File: src/hdl/csw_pkg.sv
/*
  Constants for the CPU clock source switch: register addresses, bit
  positions, reset values, divider codes and source indices.
  Assumes an 8-bit register port with a 3-bit word address.
*/
package csw_pkg;

  // ----------------------------------------------------------------
  // Register addresses
  // ----------------------------------------------------------------
  localparam logic [2:0] CSW_ADDR_OSC_CTL   = 3'h0;
  localparam logic [2:0] CSW_ADDR_MAIN_OSC  = 3'h1;
  localparam logic [2:0] CSW_ADDR_MAIN_MODE = 3'h2;
  localparam logic [2:0] CSW_ADDR_PROC_CLK  = 3'h3;
  localparam logic [2:0] CSW_ADDR_INT_OSC   = 3'h4;

  // ----------------------------------------------------------------
  // Bit positions
  // ----------------------------------------------------------------
  localparam int CSW_BIT_EXT_SEL     = 0;
  localparam int CSW_BIT_PIN_SEL     = 1;
  localparam int CSW_BIT_SUB_SEL     = 2;
  localparam int CSW_BIT_HS_STOP     = 0;
  localparam int CSW_BIT_MAIN_SRC    = 0;
  localparam int CSW_BIT_MAIN_STATUS = 1;
  localparam int CSW_BIT_HS_MAIN_SEL = 2;
  localparam int CSW_BIT_DIV_LSB     = 0;
  localparam int CSW_BIT_CPU_SRC     = 4;
  localparam int CSW_BIT_CPU_STATUS  = 5;
  localparam int CSW_BIT_INT_STOP    = 0;

  // ----------------------------------------------------------------
  // Reset values and divider codes
  // ----------------------------------------------------------------
  localparam logic       CSW_RST_HS_STOP  = 1'b1;
  localparam logic       CSW_RST_INT_STOP = 1'b0;
  localparam logic [2:0] CSW_DIV_RST      = 3'h1;
  localparam logic [2:0] CSW_DIV_MAX      = 3'h4;

  // ----------------------------------------------------------------
  // Source indices in the synchroniser vector
  // ----------------------------------------------------------------
  localparam int CSW_SRC_X1  = 0;
  localparam int CSW_SRC_EXT = 1;
  localparam int CSW_SRC_INT = 2;
  localparam int CSW_SRC_SUB = 3;
  localparam int CSW_SRC_NUM = 4;

endpackage

File: src/hdl/csw_src_if.sv
/*
  Carrier between the switch and its input synchroniser bank.
  Assumes both ends run on ref_clk.
*/
`timescale 1ns/100ps
interface csw_src_if #(parameter int W = 4);
  logic [W-1:0] raw;
  logic [W-1:0] sync;
  modport sync_side (input raw, output sync);
  modport user_side (output raw, input sync);
endinterface

File: src/hdl/csw_sync.sv
/*
  Two-stage synchroniser bank for the clock source pins.
  Assumes the raw levels are asynchronous to ref_clk.
*/
`timescale 1ns/100ps
module csw_sync #(
  parameter int W = 4
) (
  // Clock and reset
  input  wire logic ref_clk,
  input  wire logic rst,
  // Source levels
  csw_src_if.sync_side src
);

  typedef struct packed {
    logic [W-1:0] meta;
    logic [W-1:0] stable;
  } csw_sync_t;

  csw_sync_t st;
  csw_sync_t next_st;

  if (W < 1) begin : g_chk
    $error("csw_sync: W must be at least 1");
  end

  always_comb begin
    next_st        = st;
    next_st.meta   = src.raw;
    next_st.stable = st.meta;
  end

  always_ff @(posedge ref_clk or posedge rst) begin
    if (rst) begin
      st <= '0;
    end else begin
      st <= next_st;
    end
  end

  assign src.sync = st.stable;

endmodule

File: src/hdl/csw_switch.sv
/*
  CPU clock source switch: register port, source gating, main clock
  selection, CPU clock divider and glitch-free switching.
  Assumes source clocks are much slower than ref_clk and arrive
  asynchronously; outputs are ref_clk-registered clock levels.
*/
// The address map and the strobed register port were decided locally.
`timescale 1ns/100ps
module csw_switch
  import csw_pkg::*;
#(
  parameter int ADDR_W = 3
) (
  // Clock and reset
  input  wire logic              ref_clk,
  input  wire logic              rst,
  // Register port
  input  wire logic [ADDR_W-1:0] addr,
  input  wire logic [7:0]        wr_data,
  input  wire logic              wr_en,
  input  wire logic              rd_en,
  output      logic [7:0]        rd_data,
  // Source clock pins
  input  wire logic              x1_clk,
  input  wire logic              ext_clk,
  input  wire logic              int_clk,
  input  wire logic              sub_clk,
  // Source and pin control
  output      logic              x1_port_mode,
  output      logic              x2_port_mode,
  output      logic              x2_ext_input_mode,
  output      logic              hs_osc_enable,
  output      logic              ext_input_enable,
  output      logic              int_osc_enable,
  output      logic              sub_osc_enable,
  // Clock outputs
  output      logic              periph_clk,
  output      logic              cpu_clk,
  output      logic              main_clock_status
);

  typedef struct packed {
    logic       ext_sel;
    logic       pin_sel;
    logic       sub_sel;
    logic       hs_stop;
    logic       int_stop;
    logic       hs_main_sel;
    logic       main_src;
    logic       main_status;
    logic       cpu_src_req;
    logic       cpu_src_cur;
    logic [2:0] div_req;
    logic [2:0] div_cur;
    logic [3:0] cnt;
    logic       prev_cpu;
    logic       periph_clk;
    logic       cpu_clk;
    logic [7:0] rd_data;
  } csw_state_t;

  csw_state_t st;
  csw_state_t next_st;

  if (ADDR_W < 3) begin : g_chk
    $error("csw_switch: ADDR_W must be at least 3");
  end

  // ----------------------------------------------------------------
  // Input synchronisers
  // ----------------------------------------------------------------
  csw_src_if #(.W(CSW_SRC_NUM)) src ();

  assign src.raw = {sub_clk, int_clk, ext_clk, x1_clk};

  csw_sync #(.W(CSW_SRC_NUM)) u_sync (
    .ref_clk (ref_clk),
    .rst     (rst),
    .src     (src.sync_side)
  );

  // ----------------------------------------------------------------
  // Source levels
  // ----------------------------------------------------------------
  logic       hs_lvl;
  logic       int_lvl;
  logic       sub_lvl;
  logic       main_lvl;
  logic       main_tgt_lvl;
  logic       main_req;
  logic       cpu_lvl;
  logic       cpu_edge;
  logic       cpu_tgt_lvl;
  logic [4:0] span;
  logic [3:0] last;
  logic       wr_hit;

  always_comb begin
    hs_lvl = 1'b0;
    if (!st.hs_stop && st.pin_sel) begin
      hs_lvl = st.ext_sel ? src.sync[CSW_SRC_EXT]
                          : src.sync[CSW_SRC_X1];
    end
    int_lvl      = src.sync[CSW_SRC_INT] & ~st.int_stop;
    sub_lvl      = src.sync[CSW_SRC_SUB] & st.sub_sel;
    main_req     = st.hs_main_sel & st.main_src;
    main_lvl     = st.main_status ? hs_lvl : int_lvl;
    main_tgt_lvl = main_req ? hs_lvl : int_lvl;
    cpu_lvl      = st.cpu_src_cur ? sub_lvl : main_lvl;
    cpu_edge     = cpu_lvl ^ st.prev_cpu;
    cpu_tgt_lvl  = st.cpu_src_req ? sub_lvl : main_lvl;
    span         = 5'h1 << st.div_cur;
    last         = 4'(span - 5'h1);
    wr_hit       = wr_en && ((addr >> 3) == '0);
  end

  // ----------------------------------------------------------------
  // Next state
  // ----------------------------------------------------------------
  always_comb begin
    next_st          = st;
    next_st.prev_cpu = cpu_lvl;

    // Register writes
    if (wr_hit) begin
      unique case (addr[2:0])
        CSW_ADDR_OSC_CTL: begin
          next_st.ext_sel = wr_data[CSW_BIT_EXT_SEL];
          next_st.pin_sel = wr_data[CSW_BIT_PIN_SEL];
          next_st.sub_sel = wr_data[CSW_BIT_SUB_SEL];
        end
        CSW_ADDR_MAIN_OSC: begin
          // Stopping the high-speed source is refused while it runs CPU
          if (!(wr_data[CSW_BIT_HS_STOP] && st.main_status &&
                !st.cpu_src_cur)) begin
            next_st.hs_stop = wr_data[CSW_BIT_HS_STOP];
          end
        end
        CSW_ADDR_MAIN_MODE: begin
          next_st.main_src = wr_data[CSW_BIT_MAIN_SRC];
          // High-speed select sticks while high-speed is main
          next_st.hs_main_sel = wr_data[CSW_BIT_HS_MAIN_SEL] |
                                st.main_status;
        end
        CSW_ADDR_PROC_CLK: begin
          next_st.cpu_src_req = wr_data[CSW_BIT_CPU_SRC];
          if (wr_data[CSW_BIT_DIV_LSB +: 3] <= CSW_DIV_MAX) begin
            next_st.div_req = wr_data[CSW_BIT_DIV_LSB +: 3];
          end
        end
        CSW_ADDR_INT_OSC: begin
          // Internal oscillator may stop only when CPU is elsewhere
          if (!(wr_data[CSW_BIT_INT_STOP] && !st.main_status &&
                !st.cpu_src_cur)) begin
            next_st.int_stop = wr_data[CSW_BIT_INT_STOP];
          end
        end
        default: begin
        end
      endcase
    end

    // Main clock switch only while old and new sources are both low
    if ((main_req != st.main_status) && !main_lvl &&
        !main_tgt_lvl) begin
      next_st.main_status = main_req;
    end
    next_st.periph_clk = main_lvl;

    // CPU clock divider
    if (cpu_edge) begin
      if (st.cnt == last) begin
        next_st.cnt     = 4'h0;
        next_st.cpu_clk = ~st.cpu_clk;
      end else begin
        next_st.cnt = st.cnt + 4'h1;
      end
    end

    // Take new CPU source and ratio only at a low, idle point
    if (((st.cpu_src_req != st.cpu_src_cur) ||
         (st.div_req != st.div_cur)) &&
        !st.cpu_clk && !cpu_edge && (st.cnt == 4'h0) &&
        !cpu_tgt_lvl) begin
      next_st.cpu_src_cur = st.cpu_src_req;
      next_st.div_cur     = st.div_req;
      next_st.prev_cpu    = cpu_tgt_lvl;
    end

    // Register reads
    next_st.rd_data = 8'h00;
    if (rd_en && ((addr >> 3) == '0)) begin
      unique case (addr[2:0])
        CSW_ADDR_OSC_CTL: begin
          next_st.rd_data[CSW_BIT_EXT_SEL] = st.ext_sel;
          next_st.rd_data[CSW_BIT_PIN_SEL] = st.pin_sel;
          next_st.rd_data[CSW_BIT_SUB_SEL] = st.sub_sel;
        end
        CSW_ADDR_MAIN_OSC: begin
          next_st.rd_data[CSW_BIT_HS_STOP] = st.hs_stop;
        end
        CSW_ADDR_MAIN_MODE: begin
          next_st.rd_data[CSW_BIT_MAIN_SRC]    = st.main_src;
          next_st.rd_data[CSW_BIT_MAIN_STATUS] = st.main_status;
          next_st.rd_data[CSW_BIT_HS_MAIN_SEL] = st.hs_main_sel;
        end
        CSW_ADDR_PROC_CLK: begin
          next_st.rd_data[CSW_BIT_DIV_LSB +: 3] = st.div_req;
          next_st.rd_data[CSW_BIT_CPU_SRC]      = st.cpu_src_req;
          next_st.rd_data[CSW_BIT_CPU_STATUS]   = st.cpu_src_cur;
        end
        CSW_ADDR_INT_OSC: begin
          next_st.rd_data[CSW_BIT_INT_STOP] = st.int_stop;
        end
        default: begin
        end
      endcase
    end
  end

  always_ff @(posedge ref_clk or posedge rst) begin
    if (rst) begin
      st          <= '0;
      st.hs_stop  <= CSW_RST_HS_STOP;
      st.int_stop <= CSW_RST_INT_STOP;
      st.div_req  <= CSW_DIV_RST;
      st.div_cur  <= CSW_DIV_RST;
    end else begin
      st <= next_st;
    end
  end

  // ----------------------------------------------------------------
  // Outputs
  // ----------------------------------------------------------------
  assign x1_port_mode      = ~st.pin_sel | st.ext_sel;
  assign x2_port_mode      = ~st.pin_sel;
  assign x2_ext_input_mode = st.pin_sel & st.ext_sel;
  assign hs_osc_enable     = st.pin_sel & ~st.ext_sel & ~st.hs_stop;
  assign ext_input_enable  = st.pin_sel & st.ext_sel & ~st.hs_stop;
  assign int_osc_enable    = ~st.int_stop;
  assign sub_osc_enable    = st.sub_sel;
  assign periph_clk        = st.periph_clk;
  assign cpu_clk           = st.cpu_clk;
  assign main_clock_status = st.main_status;
  assign rd_data           = st.rd_data;
endmodule

File: config.mk
export PLATFORM = sky130hd
export DESIGN_NAME = csw_switch
export DESIGN_NICKNAME = d
export VERILOG_FILES = /design/src/hdl/csw_pkg.sv /design/src/hdl/csw_src_if.sv /design/src/hdl/csw_sync.sv /design/src/hdl/csw_switch.sv
export SDC_FILE = /design/constraint.sdc
export NUM_CORES = 1
export LEC_CHECK = 0
export BUFFER_PORTS_ARGS = -buffer_cell sky130_fd_sc_hd__buf_2
export CAP_MARGIN = 30
export CORE_MARGIN = 2
export CORE_UTILIZATION = 55
export DETAILED_ROUTE_END_ITERATION = 10
export GPL_ROUTABILITY_DRIVEN = 0
export PLACE_DENSITY = 0.8
export RECOVER_POWER = 50
export REMOVE_ABC_BUFFERS = 1
export SLEW_MARGIN = 20
export SYNTH_ARGS = -nofsm -noshare
export SYNTH_HDL_FRONTEND = slang
export SYNTH_SLANG_ARGS = --single-unit
File: constraint.sdc
create_clock -name ref_clk -period 4.5 [get_ports ref_clk]
set_input_delay 0.225 -clock ref_clk [delete_from_list [all_inputs] [get_ports ref_clk]]
set_output_delay 0.225 -clock ref_clk [all_outputs]
set_load 0.05 [all_outputs]
==> impl_metrics.json, run 1 <==
{
  "finalCritPeriodShare_pct": 52.78,
  "antenna_found_initial": 0,
  "grt_max_degree": 37,
  "combPwrFrac_pct": 42.9,
  "cts_tree": "yes",
  "seqPwrFrac_pct": 41.4,
  "drt-pass1-iter-count": 4,
  "initial_utilization_pct": 59.03,
  "total_power_mw": 1.258,
  "fmaxAchievable_ghz": 0.4210,
  "p_clk_share_pct": 15.6,
  "outcome": "complete, but fails checks",
  "cp.required_ns": 4.75,
  "post-cts-setup-buffer-count": 0,
  "htree_levels": 2,
  "cts_root_buffer": "clkbuf_4",
  "vdd_ir_drop_max_uv": 321.7,
  "areaGrowthSynthToFinish_pct": 14.21,
  "p_per_area_nw_per_um2": 601.4,
  "fin_crit_ns": 2.375,
  "diodes": 0,
  "yosysUniqueCellTypes": 50,
  "die_area_um2": 3808,
  "first_iter_violations": 125,
  "cts_max_path_buffers": 2,
  "synthDominantCellAreaShare_pct": 45.08,
  "placed_cells": 233,
  "p_int_mw": 0.7169,
  "ant_nets": 0,
  "setup_ws_ns": 2.125,
  "critPathKind": "register to register",
  "grt_first_pass_wirelength_um": 5678,
  "start_kind": "register",
  "final_layout_size_suffix_gt1_share_pct": 27.72,
  "p_switching_mw": 0.5413,
  "grt_usage_pct": 21.07,
  "fp.dieW_um": 61.71,
  "synth-edff-count": 0,
  "pre_cts_slack_ns": 2.142,
  "critical_path_peak_fanout": 6,
  "synth_top_cell_by_area": "dfrtp_1",
  "hp-class": "input pin to register",
  "netlist_area_um2": 1832,
  "ys_top_cells_by_area": "dfrtp_1, mux2_2, dfstp_2, nor2_1, buf_4",
  "swShare_pct": 43.02,
  "hold_violations": 0,
  "violations": "capacitance limit, slew limit",
  "rsz0062_at_grt": "false",
  "cts.sinks": 36,
  "ys_seq_elements": 36,
  "core_um2": 3103,
  "synth_seq_area_share_pct": 49.39,
  "wl_um": 3537,
  "drv_slew": 37,
  "ys_warn_count": 0,
  "endpoint_kind": "register",
  "setup_tns_ns": 0,
  "synth.avg_cell_area_um2": 10.97,
  "relSlewSlack_pct": -25.46,
  "clock_skew_ns": 0.01605,
  "grt_pass1_vias": 1242,
  "grt_remaining_overflow": 0,
  "clk_latency_ns": 0.35,
  "fp-row-count": 20,
  "p_leak_nw": 0.9602,
  "die_h_um": 61.71,
  "viasPerCell": 5.520,
  "cts_buffers": 5,
  "worstMarginPinSlew_ns": 1.882,
  "synth_ff_type": "dfrtp_1",
  "place_hpwl_um": 2627,
  "vias": 1358,
  "drc_errors": 0,
  "cp.arrival_ns": 2.62,
  "ioPinCount": 37,
  "netlist_instances": 167,
  "fin_cells": 246,
  "port_buffers": 29,
  "drv_cap": 1,
  "async_flop_share_pct": 100.0,
  "drt-wirelength-per-cell_um": 14.38,
  "setup_violations": 0,
  "clk_pin_slew_ns": 0.10,
  "final_nets": 223
}
## power by group through the flow
stage	Sequential [mW]	Clock [mW]	Combinational [mW]
after floorplan	0.557	0	0.376
after global placement	0.518	0	0.512
after detailed placement	0.525	0	0.538
after CTS	0.519	0.198	0.543
after global routing	0.534	0.216	0.596
final	0.521	0.197	0.540
## registers in the layout, summed over array words and instances (netlist names)
signal / flops
main_clock_status: 1
u_sync.next_st: 4
sub_osc_enable: 1
periph_clk: 1
cpu_clk: 1
rd_data: 5
u_sync.src.sync: 4
st: 19
## cell families after synthesis
kind of cell	share of synthesized area, %
and+or+nand+nor	18.72
DFF	49.39
AOI/OAI and AO/OA	11.82
buffers and inverters	5.943
muxes	8.060
xor gates and xnor gates	3.825
adders and majority gates	2.049
other	0.2047
## area by class of cell
| cell class | instances | area (um2) |
|---|---|---|
| multi-input combinational | 112 | 825.8 |
| timing repair buffer | 35 | 196.4 |
| fill | 236 | 1011 |
| clock buffer | 8 | 68.82 |
| tap | 44 | 55.05 |
| sequential | 36 | 904.6 |
| inverter | 11 | 41.29 |
## per-layer routing
metal / track usage [%] / up-vias / part of all wire [%]
met5: 0 / - / 0
met3: 5.176 / 8 / 4.2
li1: - / 651 / -
met2: 33.98 / 34 / 49
met4: 10.03 / 0 / 1.8
met1: 26.77 / 665 / 45
## critical path: stages, from the launching register on
cell and delay [ns]:
dfrtp_1 0.45, or3_1 0.41, ha_1 0.23, xor2_1 0.19
and4_1 0.24, o31ai_2 0.34, o21ai_0 0.21, o221ai_1 0.21
## synthesized netlist by cell type (2+ instances only)
cell type / instances
dfrtp_1: 33
nor2_1: 21
inv_1: 11
buf_4: 8
mux2_2: 8
a21oi_1: 6
xnor2_1: 6
nand2b_1: 5
nor3_1: 5
o21ai_0: 4
and4_1: 3
dfstp_2: 3
ha_1: 3
nand3_1: 3
nor2b_1: 3
nor3b_1: 3
a211oi_1: 2
a31oi_1: 2
and2_1: 2
clkbuf_1: 2
mux2i_1: 2
nand2_1: 2
nand4_1: 2
xor2_1: 2
## final timing paths
| check | cells after the start | startpoint | slack, ns | to |
|---|---|---|---|---|
| worst max-delay path | 7 | st[17] | 2.12 | st[14] |
| worst min-delay path | 2 | wr_data[4] | 0.12 | st[22] |
| worst max register to register | 7 | st[17] | 2.12 | st[14] |
| worst min register to register | 0 | u_sync.next_st[0] | 0.35 | u_sync.src.sync[0] |
| max in group asynchronous | 4 | rst | 2.33 | u_sync.next_st[0] |
| min in group asynchronous | 4 | rst | 1.09 | st[26] |
## layout by cell type, fill, tap and decap left out, types with 2 or more instances in the layout
cell / n
nand2b_1: 5
mux2_2: 8
and4_1: 3
dfstp_2: 3
inv_1: 11
nor3b_1: 3
dfrtp_1: 33
nor3_1: 5
ha_1: 3
clkbuf_1: 4
and2_1: 2
a21oi_1: 6
xnor2_1: 6
nand3_1: 3
nor2_1: 21
conb_1: 3
a211oi_1: 2
xor2_1: 2
buf_2: 27
nor2b_1: 3
a31oi_1: 2
nand2_1: 2
mux2i_1: 2
dlygate4sd3_1: 5
o21ai_0: 4
clkbuf_8: 2
nand4_1: 2
clkbuf_4: 5
## per-stage QoR
step	area, um2	util, %	hold slack (ns)
after global placement	1979	63.79	0.3323
after floorplan	1772	-	0.2564
final	2092	67.42	0.1156
after CTS	2098	67.62	0.1119
after detailed placement	1979	63.79	0.3343
after global routing	2092	67.42	0.1053
## timing repair
item                                   CTS  global route
endpoints found under the hold margin   37             0
hold buffers                             5             0
gates resized for setup                  0             0
(Power assumes the default switching activity.)
==> inputs of run 2 (changes only) <==
--- a/config.mk
+++ b/config.mk
@@ -8,10 +8,10 @@
 export BUFFER_PORTS_ARGS = -buffer_cell sky130_fd_sc_hd__buf_2
 export CAP_MARGIN = 30
 export CORE_MARGIN = 2
-export CORE_UTILIZATION = 55
+export CORE_UTILIZATION = 54
 export DETAILED_ROUTE_END_ITERATION = 10
 export GPL_ROUTABILITY_DRIVEN = 0
-export PLACE_DENSITY = 0.8
+export PLACE_DENSITY = 0.79
 export RECOVER_POWER = 50
 export REMOVE_ABC_BUFFERS = 1
 export SLEW_MARGIN = 20
==> constraint.sdc (replaced) <==
create_clock -name ref_clk -period 2.2 [get_ports ref_clk]
set_input_delay 0.11 -clock ref_clk [delete_from_list [all_inputs] [get_ports ref_clk]]
set_output_delay 0.11 -clock ref_clk [all_outputs]
set_load 0.05 [all_outputs]
==> run 2 against run 1 <==
The flow now finishes without violations. Sequential share of layout area decreased by 1.5 points. Total power up 120%. Hold slack worse by 0.075 ns. Critical path type unchanged. Critical endpoint is now cpu_clk. Largest power group unchanged.
==> impl_metrics.json, run 2 (synthesis gave the netlist of run 1 again) <==
{
  "fp.dieW_um": 62.24,
  "core_um2": 3284,
  "clock_skew_ns": 0.01259,
  "start_kind": "register",
  "areaGrowthSynthToFinish_pct": 18.37,
  "ant_nets": 0,
  "cts_buffers": 5,
  "combPwrFrac_pct": 48.8,
  "drc_errors": 0,
  "p_per_area_nw_per_um2": 1249,
  "grt_pass1_vias": 1259,
  "cp.arrival_ns": 2.38,
  "placed_cell_area_um2": 1997,
  "antenna_found_initial": 0,
  "grt_usage_pct": 19.65,
  "p_switching_mw": 1.206,
  "multi_input_area_um2": 894.6,
  "p_leak_nw": 0.9743,
  "grt_max_degree": 37,
  "first_iter_violations": 116,
  "cts_max_path_buffers": 2,
  "hp-class": "input pin to register",
  "layout_common_cells": "dfrtp_1, buf_2, nor2_1",
  "wl_um": 3605,
  "vdd_ir_drop_max_uv": 635.8,
  "diodes": 0,
  "cpPeakStageDelay_ns": 0.42,
  "vias": 1387,
  "critPathKind": "register to register",
  "die_h_um": 62.24,
  "drv_cap": 0,
  "layout_commonest_cell": "dfrtp_1",
  "viasPerCell": 5.548,
  "post-cts-setup-buffer-count": 0,
  "cp.required_ns": 2.44,
  "fillCellCount": 271,
  "largest_reg_flops": 19,
  "hold_violations": 0,
  "use_met3_pct": 3.986,
  "cts.sinks": 36,
  "clk_latency_ns": 0.33,
  "drt-wirelength-per-cell_um": 14.42,
  "clk_pin_slew_ns": 0.11,
  "seqPwrFrac_pct": 39.4,
  "setup_ws_ns": 0.06630,
  "fin_area_um2": 2168,
  "grt_remaining_overflow": 0,
  "fmaxAchievable_ghz": 0.4687,
  "drt-pass1-iter-count": 4,
  "cts_root_buffer": "clkbuf_4",
  "outcome": "complete, no violations",
  "fin_crit_ns": 2.134,
  "setup_violations": 0,
  "relSlewSlack_pct": 42.57,
  "met2_usage_pct": 34.92,
  "htree_levels": 2,
  "initial_utilization_pct": 55.77,
  "grt_first_pass_wirelength_um": 5947,
  "utilization_pct": 66.02,
  "ioPinCount": 37,
  "p_clk_share_pct": 11.8,
  "worstMarginPinSlew_ns": 0.8614,
  "grt_use_met1_pct": 23.88,
  "pre_cts_slack_ns": -0.06142,
  "crit_slowest_cell": "dfstp_2",
  "place_hpwl_um": 2656,
  "swShare_pct": 44.51,
  "whs_ns": 0.04088,
  "fp-row-count": 21,
  "endpoint_kind": "register",
  "drv_slew": 0,
  "crit_chain": "or3_4, ha_2, xor2_4, nor3_2, o31ai_4, o21bai_4, xnor2_1",
  "p_int_mw": 1.503,
  "busiest_layer": "met2",
  "final_nets": 226,
  "register_area_um2": 904.6,
  "final_layout_size_suffix_gt1_share_pct": 33.33,
  "regMostFlops": "st",
  "critical_path_peak_fanout": 5,
  "cts_tree": "yes",
  "port_buffers": 29,
  "finalCritPeriodShare_pct": 96.99,
  "die_area_um2": 3874
}
-- run 2: cell count changes in the layout (fill, tap and decap cells not counted), sizes merged --
cell	previous run	this run
buf	27	30
clkinv	0	1
dlygate4sd3	5	6
clkbuf	11	8
-- run 2: through the flow --
| stage | power (mW) | instances | setup TNS (ns) |
|---|---|---|---|
| floorplan | 1.910 | 159 | 0 |
| CTS | 2.566 | 249 | 0 |
| finish | 2.709 | 250 | 0 |
| global route | 2.903 | 250 | -0.01944 |
| global placement | 2.141 | 237 | 0 |
| detailed placement | 2.203 | 237 | -0.1226 |
-- run 2: final timing paths --
path,start,endpoint,slack [ns],cells past startpoint
worst max-delay path,st[15],cpu_clk,0.07,7
worst min-delay path,rd_en,rd_data[0],0.04,2
worst max register to register,st[15],cpu_clk,0.07,7
worst min register to register,u_sync.next_st[3],u_sync.src.sync[3],0.36,0
max in group asynchronous,rst,rd_data[1],1.09,4
min in group asynchronous,rst,st[17],0.56,4
-- run 2: worst max-delay path: cells and delay by family (launching register included) --
kind / cells / cell delay, ns
XOR/XNOR: 2 / 0.37
flip-flops: 1 / 0.42
AO/OA/AOI/OAI: 2 / 0.54
adder cells (fa/ha/maj): 1 / 0.23
AND/OR/NAND/NOR: 2 / 0.49
-- run 2: power by group through the flow --
stage	logic [mW]	clock network, mW	registers [mW]
floorplan	0.770	0	1.14
global placement	1.09	0	1.05
detailed placement	1.14	0	1.06
CTS	1.19	0.325	1.05
global route	1.44	0.361	1.10
finish	1.32	0.319	1.07
-- run 2: cell type report --
cell class              count  share of cell area, %
well taps                  46                  2.654
flip-flops and latches     36                  41.72
inverters                  11                  1.904
clock buffers               6                  1.904
clock inverters             1                 0.2308
multi-input cells         112                  41.26
repair buffers             38                  10.33
-- run 2: metal layers --
metal,share of wire [%],vias up,wire [um]
met5,0,-,0
met4,1.5,0,55
met3,4.5,7,163
met2,53,46,1921
met1,41,679,1463
li1,-,655,-
-- run 2: repair_timing --
item / 4_1_cts / 5_1_grt
setup endpoints to repair: 3 / 8
cloned: 0 / 0
endpoints found under the hold margin: 37 / 1
pin swaps: 2 / 1
resized for setup: 4 / 10
hold buffers: 5 / 1
==> inputs of run 3 (changes only) <==
==> constraint.sdc (replaced) <==
create_clock -name ref_clk -period 2.2 [get_ports ref_clk]
set_input_delay 0.33 -clock ref_clk [delete_from_list [all_inputs] [get_ports ref_clk]]
set_output_delay 0.33 -clock ref_clk [all_outputs]
set_load 0.05 [all_outputs]
==> run 3 against run 2 <==
The run now ends with capacitance limit, slew limit left. Clock power increased by 3%. Total power about the same. Hold slack improved by 0.046 ns.
==> impl_metrics.json, run 3 (synthesis gave the netlist of run 1 again) <==
{
  "grt_pass1_vias": 1288,
  "viasPerCell": 5.524,
  "setup_tns_ns": 0,
  "fp.dieW_um": 62.24,
  "regMostFlops": "st",
  "drt-wirelength-per-cell_um": 14.95,
  "r2r-start": "st[15]",
  "combPwrFrac_pct": 48.8,
  "violations": "capacitance limit, slew limit",
  "outcome": "complete, but fails checks",
  "startpoint": "st[15]",
  "cts_max_path_buffers": 2,
  "p_leak_nw": 0.9521,
  "finalCritPeriodShare_pct": 98.28,
  "pre_cts_slack_ns": -0.09369,
  "grt_usage_pct": 20.72,
  "setup_ws_ns": 0.03781,
  "first_iter_violations": 106,
  "critical_path_peak_fanout": 5,
  "die_area_um2": 3874,
  "rr_worst_depth": 7,
  "clk_latency_ns": 0.34,
  "antenna_found_initial": 0,
  "drv_slew": 37,
  "cpPeakStageDelay_ns": 0.41,
  "hold_violations": 0,
  "grt_remaining_overflow": 0,
  "r2r_slack_ns": 0.04,
  "initial_utilization_pct": 55.77,
  "crit_path_end": "st[14]",
  "crit_slowest_cell": "dfstp_2",
  "cp.arrival_ns": 2.36,
  "cts_root_buffer": "clkbuf_4",
  "holdPathStages": 1,
  "core_um2": 3284,
  "clk_pin_slew_ns": 0.10,
  "vias": 1359,
  "critPathKind": "register to register",
  "post-cts-setup-buffer-count": 0,
  "fmaxAchievable_ghz": 0.4625,
  "diodes": 0,
  "ant_nets": 0,
  "fillCellCount": 286,
  "hp-class": "input pin to register",
  "drv_cap": 1,
  "start_kind": "register",
  "worstMarginPinSlew_ns": 1.820,
  "p_clk_share_pct": 12.2,
  "p_per_area_nw_per_um2": 1282,
  "drt-pass1-iter-count": 4,
  "fp-row-count": 21,
  "clock_skew_ns": 0.004568,
  "vdd_ir_drop_max_uv": 589.5,
  "setup_violations": 0,
  "wl_um": 3678,
  "cts_buffers": 5,
  "swShare_pct": 44.53,
  "relSlewSlack_pct": -21.34,
  "r2r-end": "st[14]",
  "areaGrowthSynthToFinish_pct": 15.30,
  "p_int_mw": 1.502,
  "drc_errors": 0,
  "seqPwrFrac_pct": 39.1,
  "layout_commonest_cell": "dfrtp_1",
  "cts.sinks": 36,
  "port_buffers": 29,
  "total_power_mw": 2.708,
  "layout_common_cells": "dfrtp_1, buf_2, nor2_1",
  "cp.required_ns": 2.40,
  "die_h_um": 62.24,
  "grt_first_pass_wirelength_um": 6210,
  "endpoint_kind": "register",
  "crit_chain": "or3_4, ha_2, xnor2_1, nor2_1, o31ai_4, o311ai_0, o221ai_1",
  "cts_tree": "yes",
  "largest_reg_flops": 19,
  "p_switching_mw": 1.206,
  "final_layout_size_suffix_gt1_share_pct": 33.50,
  "ioPinCount": 37,
  "fin_crit_ns": 2.162,
  "place_hpwl_um": 2696,
  "final_nets": 221,
  "htree_levels": 2,
  "grt_max_degree": 37
}
==> run 3: layout make-up <==
class / instances / area [um2] / share of cell area, %
Tap cell: 46 / 57.56 / 2.725
Inverter: 11 / 41.29 / 1.955
Clock buffer: 7 / 45.04 / 2.133
Multi-Input combinational cell: 112 / 887.1 / 42.00
Timing Repair Buffer: 33 / 171.4 / 8.116
Clock inverter: 1 / 5.005 / 0.2370
Sequential cell: 36 / 904.6 / 42.83
==> run 3: layer usage <==
layer / vias to the layer above / GRT usage, % / share of wire, %
li1: 644 / - / -
met1: 664 / 25.48 / 40
met2: 42 / 35.73 / 53
met3: 9 / 4.891 / 4.9
met4: 0 / 7.500 / 2.2
met5: - / 0 / 0
==> run 3: what timing repair did <==
action / in CTS / in global routing
endpoints found under the setup margin: 3 / 7
hold buffers: 0 / 0
resized for setup: 4 / 6
pin swaps: 2 / 2
==> run 3: through the flow <==
step                hold slack (ns)  cells  util (%)  cell area, um2
finish                      0.08728    246     64.30            2112
global route                0.06450    246     64.30            2112
CTS                         0.06996    246     63.31            2079
detailed placement           0.3418    238     61.03            2004
global placement             0.3370    238     61.03            2004
floorplan                    0.3312    159         -            1772
==> run 3: critical path, delay by kind of cell (launching register included) <==
kind	cells	cell delay [ns]
adders and majority gates	1	0.29
AOI/OAI and AO/OA	3	0.53
DFF	1	0.41
xor gates and xnor gates	1	0.13
and+or+nand+nor	2	0.65
==> run 3: power groups by stage <==
stage          Sequential, mW  Clock (mW)  Combinational, mW
6_report                 1.06       0.329               1.32
5_1_grt                  1.08       0.368               1.45
4_1_cts                  1.04       0.342               1.23
3_5_place_dp             1.05           0               1.18
3_3_place_gp             1.04           0               1.12
2_1_floorplan            1.14           0              0.770
==> run 3: how the worst min path moves through the flow <==
stage / startpoint / end / slack, ns
2_1_floorplan: u_sync.next_st[0] / u_sync.src.sync[0] / 0.33
3_3_place_gp: u_sync.next_st[1] / u_sync.src.sync[1] / 0.34
3_5_place_dp: u_sync.next_st[0] / u_sync.src.sync[0] / 0.34
4_1_cts: rst / st[26] / 0.07
5_1_grt: x1_clk / u_sync.next_st[0] / 0.06
6_report: x1_clk / u_sync.next_st[0] / 0.09
